**src/logic/parallel_io_map.vh**
```
// register offsets, field positions and reset values of the two parallel port units
`ifndef PARALLEL_IO_MAP_VH
`define PARALLEL_IO_MAP_VH
`define GIO_BASE          8'h40
`define GIO_WIN_MASK      8'hfc
`define HC_BASE           8'h00
`define HC_WIN_MASK       8'hfc
`define OFS_FIRST         2'h0
`define OFS_SECOND        2'h1
`define OFS_THIRD         2'h2
`define OFS_CTRL          2'h3
`define CTRL_MODE_SET     7
`define CTRL_FIRST_IN     4
`define CTRL_THIRD_HI_IN  3
`define CTRL_SECOND_IN    1
`define CTRL_THIRD_LO_IN  0
`define CTRL_BSR_SET      0
`define CTRL_BSR_SEL_LO   1
`define CTRL_BSR_SEL_HI   3
`define DIR_RESET         1'b1
`define DATA_RESET        8'h00
`define CTRL_RESET        8'h9b
`define COUNT_RESET       16'h0000
`define SEL_COUNT_BIT     1'b0
`define CTRL_COUNT_SRC    2
`define PIN_IDLE          8'hff
`define EDGE_IDLE         2'h3
`define OE_RESET          8'h00
`define SINK_OFF          8'hff
`define RDATA_RESET       8'h00
`endif

```
**src/logic/dual_parallel_io_ports.v**
```verilog
// two parallel port units: a 24-line general port unit and an 8-line inverting high-current unit
//
// What this block does
// - general unit decodes four I/O addresses starting at 40H.
// - first port at offset 0, all eight lines one direction.
// - second port at offset 1, all eight lines one direction.
// - third port at offset 2, direction whole or per four-line half.
// - third port bits 0 and 1 serve as input, output, interrupt or counter.
// - high-current unit at addresses 0 to 3, eight output lines to driver.
// - high-current path inverts: writing 1 turns output on, pulling it low.
// - every line of both units comes up as input after reset.
`timescale 1ns/1ps
`include "parallel_io_map.vh"
module dual_parallel_io_ports #(
	parameter ADDR_WIDTH = 8
) (
	input  wire                  clock,
	input  wire                  resetn,
	input  wire                  enable,
	input  wire [ADDR_WIDTH-1:0] io_addr,
	input  wire                  io_read,
	input  wire                  io_write,
	input  wire [7:0]            io_wdata,
	output reg  [7:0]            io_rdata,
	input  wire [7:0]            first_in,
	output reg  [7:0]            first_out,
	output reg  [7:0]            first_oe,
	input  wire [7:0]            second_in,
	output reg  [7:0]            second_out,
	output reg  [7:0]            second_oe,
	input  wire [7:0]            third_in,
	output reg  [7:0]            third_out,
	output reg  [7:0]            third_oe,
	output reg  [1:0]            third_irq,
	output reg  [15:0]           event_count,
	output reg  [7:0]            sink_drive_n,
	output reg                   sink_enable,
	output reg  [7:0]            hc_pin_out,
	output reg  [7:0]            hc_oe,
	input  wire [7:0]            hc_pin_in
);

	// pin synchronisers, two stages, second stage only read by logic;
	// the first stage may go metastable, so nothing else looks at it
	reg [7:0]  first_s1, first_s2;
	reg [7:0]  second_s1, second_s2;
	reg [7:0]  third_s1, third_s2;
	reg [7:0]  hc_s1, hc_s2;
	// last sampled level of third port bits 0/1, for edge detection
	reg [1:0]  third_prev;
	// general unit state
	reg [7:0]  first_latch, second_latch, third_latch;
	reg        first_dir_in, second_dir_in, third_lo_in, third_hi_in;
	reg        count_src;
	// high-current unit state; only its first port reaches pins, so the
	// rest of its control byte has nothing to steer and is not kept
	reg [7:0]  hc_latch;
	reg        hc_dir_in;

	// address decode: both windows are four bytes wide and aligned,
	// so the low two address bits pick the location inside a window
	wire [7:0] full_addr = io_addr[7:0];
	wire       gio_sel = ((full_addr & `GIO_WIN_MASK) == `GIO_BASE);
	wire       hc_sel  = ((full_addr & `HC_WIN_MASK) == `HC_BASE);
	wire [1:0] ofs     = full_addr[1:0];
	wire       gio_wr  = enable & io_write & gio_sel;
	wire       hc_wr   = enable & io_write & hc_sel;
	// rising edges of third port bits 0/1, seen after synchronisation
	wire [1:0] rise    = third_s2[1:0] & ~third_prev;
	// control byte: bit 7 high is a mode write, bit 7 low a single-bit
	// set or reset of the third port, bits 3:1 naming the bit, bit 0 its value
	wire [2:0] bsr_bit = io_wdata[`CTRL_BSR_SEL_HI:`CTRL_BSR_SEL_LO];

	// synchronise every pin input before use
	always @(posedge clock or negedge resetn) begin
		if (!resetn) begin
			// idle level of the pulled-up lines, so no false edge after reset
			first_s1   <= `PIN_IDLE;
			first_s2   <= `PIN_IDLE;
			second_s1  <= `PIN_IDLE;
			second_s2  <= `PIN_IDLE;
			third_s1   <= `PIN_IDLE;
			third_s2   <= `PIN_IDLE;
			hc_s1      <= `PIN_IDLE;
			hc_s2      <= `PIN_IDLE;
			third_prev <= `EDGE_IDLE;
		end else if (enable) begin
			first_s1   <= first_in;
			first_s2   <= first_s1;
			second_s1  <= second_in;
			second_s2  <= second_s1;
			third_s1   <= third_in;
			third_s2   <= third_s1;
			hc_s1      <= hc_pin_in;
			hc_s2      <= hc_s1;
			third_prev <= third_s2[1:0];
		end
	end

	// general unit: data latches and control register
	// a write with enable low is dropped, since gio_wr already holds enable
	always @(posedge clock or negedge resetn) begin
		if (!resetn) begin
			first_latch   <= `DATA_RESET;
			second_latch  <= `DATA_RESET;
			third_latch   <= `DATA_RESET;
			first_dir_in  <= `DIR_RESET;
			second_dir_in <= `DIR_RESET;
			third_lo_in   <= `DIR_RESET;
			third_hi_in   <= `DIR_RESET;
			count_src     <= `SEL_COUNT_BIT;
		end else if (gio_wr) begin
			case (ofs)
				`OFS_FIRST:  first_latch  <= io_wdata;
				`OFS_SECOND: second_latch <= io_wdata;
				`OFS_THIRD:  third_latch  <= io_wdata;
				default: begin
					// control write: mode set or single-bit set/reset of third port
					if (io_wdata[`CTRL_MODE_SET]) begin
						first_dir_in  <= io_wdata[`CTRL_FIRST_IN];
						second_dir_in <= io_wdata[`CTRL_SECOND_IN];
						third_lo_in   <= io_wdata[`CTRL_THIRD_LO_IN];
						third_hi_in   <= io_wdata[`CTRL_THIRD_HI_IN];
						// a mode write clears the latches so no stale byte drives a new output
						first_latch   <= `DATA_RESET;
						second_latch  <= `DATA_RESET;
						third_latch   <= `DATA_RESET;
						// bit 2 selects which low line of the third port feeds the counter
						count_src     <= io_wdata[`CTRL_COUNT_SRC];
					end else begin
						third_latch[bsr_bit] <= io_wdata[`CTRL_BSR_SET];
					end
				end
			endcase
		end
	end

	// third port bits 0/1: interrupt on rising input edge, counter on chosen line
	// edges count only while the lower half is input; an output raises nothing
	// counter wraps silently at 16 bits, software must read it often enough
	always @(posedge clock or negedge resetn) begin
		if (!resetn) begin
			third_irq   <= 2'h0;
			event_count <= `COUNT_RESET;
		end else if (enable) begin
			third_irq <= third_lo_in ? rise : 2'h0;
			if (third_lo_in && rise[count_src]) begin
				event_count <= event_count + 16'h0001;
			end
		end
	end

	// high-current unit: latch and control, first port only wired to pins
	// a control byte with bit 7 low is dropped: this unit has no third port
	always @(posedge clock or negedge resetn) begin
		if (!resetn) begin
			hc_latch      <= `DATA_RESET;
			hc_dir_in     <= `DIR_RESET;
		end else if (hc_wr) begin
			if (ofs == `OFS_FIRST) begin
				hc_latch <= io_wdata;
			end else if (ofs == `OFS_CTRL && io_wdata[`CTRL_MODE_SET]) begin
				hc_dir_in     <= io_wdata[`CTRL_FIRST_IN];
				hc_latch      <= `DATA_RESET;
			end
		end
	end

	// registered pin drives and output enables for both units
	// pins follow the latches one edge late: the price of outputs straight from flops
	always @(posedge clock or negedge resetn) begin
		if (!resetn) begin
			// everything released and every sink off while reset is held
			first_out    <= `DATA_RESET;
			first_oe     <= `OE_RESET;
			second_out   <= `DATA_RESET;
			second_oe    <= `OE_RESET;
			third_out    <= `DATA_RESET;
			third_oe     <= `OE_RESET;
			hc_pin_out   <= `DATA_RESET;
			hc_oe        <= `OE_RESET;
			sink_drive_n <= `SINK_OFF;
			sink_enable  <= 1'b0;
		end else if (enable) begin
			first_out  <= first_latch;
			first_oe   <= {8{~first_dir_in}};
			second_out <= second_latch;
			second_oe  <= {8{~second_dir_in}};
			third_out  <= third_latch;
			third_oe   <= {{4{~third_hi_in}}, {4{~third_lo_in}}};
			hc_pin_out <= hc_latch;
			hc_oe      <= {8{~hc_dir_in}};
			// inverting sink: a 1 written pulls the load pin low; input mode leaves it off
			sink_drive_n <= hc_dir_in ? 8'hff : ~hc_latch;
			sink_enable  <= ~hc_dir_in;
		end
	end

	// read mux; control location is write-only and reads zero
	// a read answers one edge later; input ports give pins two edges behind
	// high-current offsets 1 to 3 read zero, only its first port exists
	always @(posedge clock or negedge resetn) begin
		if (!resetn) begin
			io_rdata <= `RDATA_RESET;
		end else if (enable && io_read) begin
			if (gio_sel) begin
				case (ofs)
					`OFS_FIRST:  io_rdata <= first_dir_in ? first_s2 : first_latch;
					`OFS_SECOND: io_rdata <= second_dir_in ? second_s2 : second_latch;
					`OFS_THIRD:  io_rdata <= {third_hi_in ? third_s2[7:4] : third_latch[7:4],
					                          third_lo_in ? third_s2[3:0] : third_latch[3:0]};
					default:     io_rdata <= 8'h00;
				endcase
			end else if (hc_sel && ofs == `OFS_FIRST) begin
				io_rdata <= hc_dir_in ? hc_s2 : hc_latch;
			end else begin
				io_rdata <= 8'h00;
			end
		end
	end

endmodule

```
**config.mk**
```make
export PLATFORM = sky130hd
export DESIGN_NAME = dual_parallel_io_ports
export DESIGN_NICKNAME = d
export VERILOG_FILES = /design/src/logic/dual_parallel_io_ports.v
export VERILOG_INCLUDE_DIRS = /design/src /design/src/logic
export SDC_FILE = /design/constraint.sdc
export NUM_CORES = 1
export LEC_CHECK = 0
export ABC_AREA = 0
export BUFFER_PORTS_ARGS = -buffer_cell sky130_fd_sc_hd__buf_2
export CORE_MARGIN = 5
export CORE_UTILIZATION = 28
export DETAILED_ROUTE_END_ITERATION = 6
export GPL_ROUTABILITY_DRIVEN = 0
export PLACE_DENSITY = 0.46
export SLEW_MARGIN = 20
export SYNTH_ARGS = -nofsm -noshare
export SYNTH_HDL_FRONTEND = slang
export SYNTH_SLANG_ARGS = --single-unit
```
**constraint.sdc**
```tcl
create_clock -name clock -period 4.45 [get_ports clock]
set_clock_uncertainty 0.1 [all_clocks]
set_input_delay 0.445 -clock clock [delete_from_list [all_inputs] [get_ports clock]]
set_output_delay 0.445 -clock clock [all_outputs]
set_load 0.005 [all_outputs]
```
==> metrics.md <==
| Metric | Value |
|---|---|
| Chip height | 178 um |
| Avg WL per Cell | 18.1 um |
| Via Count | 5117 |
| Clock period minus worst slack | 2.16 ns |
| Reg-to-Reg End | event_count[1] |
| Synth Flop Type | dfrtp_1 |
| Max cap viols | 0 |
| Initial antenna violation count | 0 |
| Synth Cell Area | 0.00789 mm2 |
| Worst r2r src | third_s2[0] |
| GR Util All Layers | 0.131 |
| Async SR Flop Fraction | 1.00 |
| Diode count | 0 |
| Sw Pwr | 882 uW |
| Synth warn | 0 |
| Synth Register Bits | 175 |
| Final period util | 0.485 |
| Setup tns final | 0 ns |
| Area Growth Syn to Fin | 18.8% |
| Status | finished, final reports clean |
| Final WL | 20600 um |
| Synthesized Nets | 697 |
| CP arrival | 2.37 ns |
| RSZ-0062 raised after global routing | no |
| DRT iter0 DRCs | 407 |
| Design area | 0.00938 mm2 |
| Seq pwr share | 0.505 |
| Placeable Area | 0.0278 mm2 |
| Clk_lat worst skew | 0.43 ns |
| Root Driver | clkbuf_16 |
| Worst hold path startpoint | first_in[5] |
| Kind of critical path | in -> reg |
| Hold EP | first_s1[5] |
| Tightest Pin Transition | 1.00 ns |
| Most common library cell in the layout ignoring fill and taps | buf_2 |
| Largest register FFs | 16 |
| Slew HR | 0.333 |
| Area after DPL | 0.00877 mm2 |
| Cell count after synthesis | 639 |
| DR vias/cell | 4.49 |
| Vias in the first global route | 5242 |
| Switching Fraction | 0.243 |
| PD cells | 387 mW/mm2 |
| Final hold slack | 0.143 ns |
| Hold path cells | 2 |
| Netlist cell types | 44 |
| Critical Path RT | 4.67 ns |
| First-pass GRT wire length | 31800 um |
| Worst IR Drop VDD | 252 uV |
| Post-CTS setup buffer count | 0 |
| Register area share after synthesis | 0.568 |
| Post-route ant nets | 0 |
| Avg Inst Size Synth | 12.3 um2 |
| R2R cell count | 3 |
| Full die area | 0.0316 mm2 |
| Endpoints failing setup | 0 |
| Cts repair resizes | 0 |
| Commonest cells after routing, fill and taps aside | buf_2, mux2_2, dfrtp_1, dfstp_2, nand2_1 |
| Largest net degree at the start of global routing | 107 |
| Remaining global-route overflow | 0 |
| DR DRC count | 0 |
| CP Capture Type | flip-flop |
| Reg clk slew, reported paths | 0.07 ns |
| CTS buffer count | 17 |
| Die width | 178 um |
| Yosys top cell area share | 0.304 |
| Post-synth EDFFs | 0 |
| Pre-Repair DR Iteration Count | 4 |
| # port buffers | 151 |
| Post-DP HPWL | 14500 um |
| Max Transition Viols Final | 0 |
| Synth area leaders | dfrtp_1, dfstp_2, mux2_2, buf_4, o21ai_0 |
| Flop2flop setup slack | 2.46 ns |
| Static leakage | 4.04 nW |
| Hold Vio Cnt, Final | 0 |
| Clock power share | 0.408 |
| Power Internal | 2.75 mW |
| Cell taking the most area after synthesis | dfrtp_1 |
| Reg with most FFs | event_count |
| CTS tree | done |
| Startpoint Class | primary input |
| Clock sinks | 175 |
| Longest Clk Path Bufs | 2 |
| Max FO, Critical Path | 25 |
| Layout cells sized above 1 | 0.507 |
| Initial Util | 0.284 |
| CTS H-tree depth | 4 |
| Row count | 61 |
| Worst min path class | in -> reg |
| Nets | 806 |
| Ports | 152 |
| Comb pwr share | 0.088 |
| Max Clk Rate | 0.464 GHz |
[layout make-up]
| class | count | area [um2] |
|---|---|---|
| timing repair buffer | 156 | 837 |
| inverter | 25 | 93.8 |
| multi-input combinational | 373 | 2920 |
| clock buffer | 19 | 433 |
| fill | 2831 | 18400 |
| tap | 378 | 473 |
| clock inverter | 13 | 139 |
| sequential | 175 | 4480 |
[worst max path at each step]
stage                 from           to  slack, ns
6_report        io_addr[0]  io_rdata[3]       2.29
5_1_grt         io_addr[0]  io_rdata[5]       2.09
4_1_cts         io_addr[0]  io_rdata[4]       2.27
3_5_place_dp    io_addr[0]  io_rdata[5]       1.80
3_3_place_gp    io_addr[0]  io_rdata[0]       1.90
2_1_floorplan  third_lo_in  io_rdata[0]       2.64
[cells by family after synthesis]
kind of cell	share of synthesized area
adders and majority gates	0.00793
and+or+nand+nor	0.0917
DFF	0.568
muxes	0.178
buffers and inverters	0.0620
xor gates and xnor gates	0.0167
AOI/OAI and AO/OA	0.0764
[power groups by stage]
stage          logic, mW  registers [mW]  clock network (mW)
3_5_place_dp       0.321            1.86                   0
3_3_place_gp       0.319            1.86                   0
4_1_cts            0.324            1.84                1.53
6_report           0.318            1.83                1.48
2_1_floorplan      0.196            1.83                   0
5_1_grt            0.357            1.85                1.59
[per-stage QoR]
step	cells	util	total power, mW	setup slack [ns]
after floorplan	639	-	2.03	2.64
after global placement	1105	0.316	2.18	1.90
after detailed placement	1105	0.316	2.18	1.80
after CTS	1137	0.336	3.69	2.27
after global routing	1139	0.338	3.80	2.09
final	1139	0.338	3.63	2.29
[worst max-delay path, stage by stage]
cell      delay, ns
buf_2          0.12
inv_1          0.08
ha_1           0.82
nand4_1        0.57
o221ai_1       0.32
[routing by layer]
layer  vias up  share of wire  GRT usage
li1       2457              -          -
met1      2530           0.47      0.183
met2       115           0.45      0.196
met3        15          0.063     0.0405
met4         0          0.012     0.0387
met5         -              0          0
[cell usage after synthesis, types with 5 or more instances]
cell type	instances
dfstp_2	79
buf_2	22
nor2b_1	9
a21oi_1	23
nor2_1	21
ha_1	5
a31oi_1	6
clkbuf_1	13
mux2_2	113
inv_1	25
a22o_1	8
nand4_1	7
and3_1	6
dfrtp_1	96
o221ai_1	8
o21ai_0	36
xnor2_1	11
buf_4	28
nand2_1	44
mux2i_1	13
nand3_1	17
a222oi_1	8
[what timing repair did]
item	4_1_cts	5_1_grt
hold buffers	0	1
setup endpoints to repair	0	0
hold endpoints to repair	0	21
Note: power is estimated with default switching activity, not from simulation.
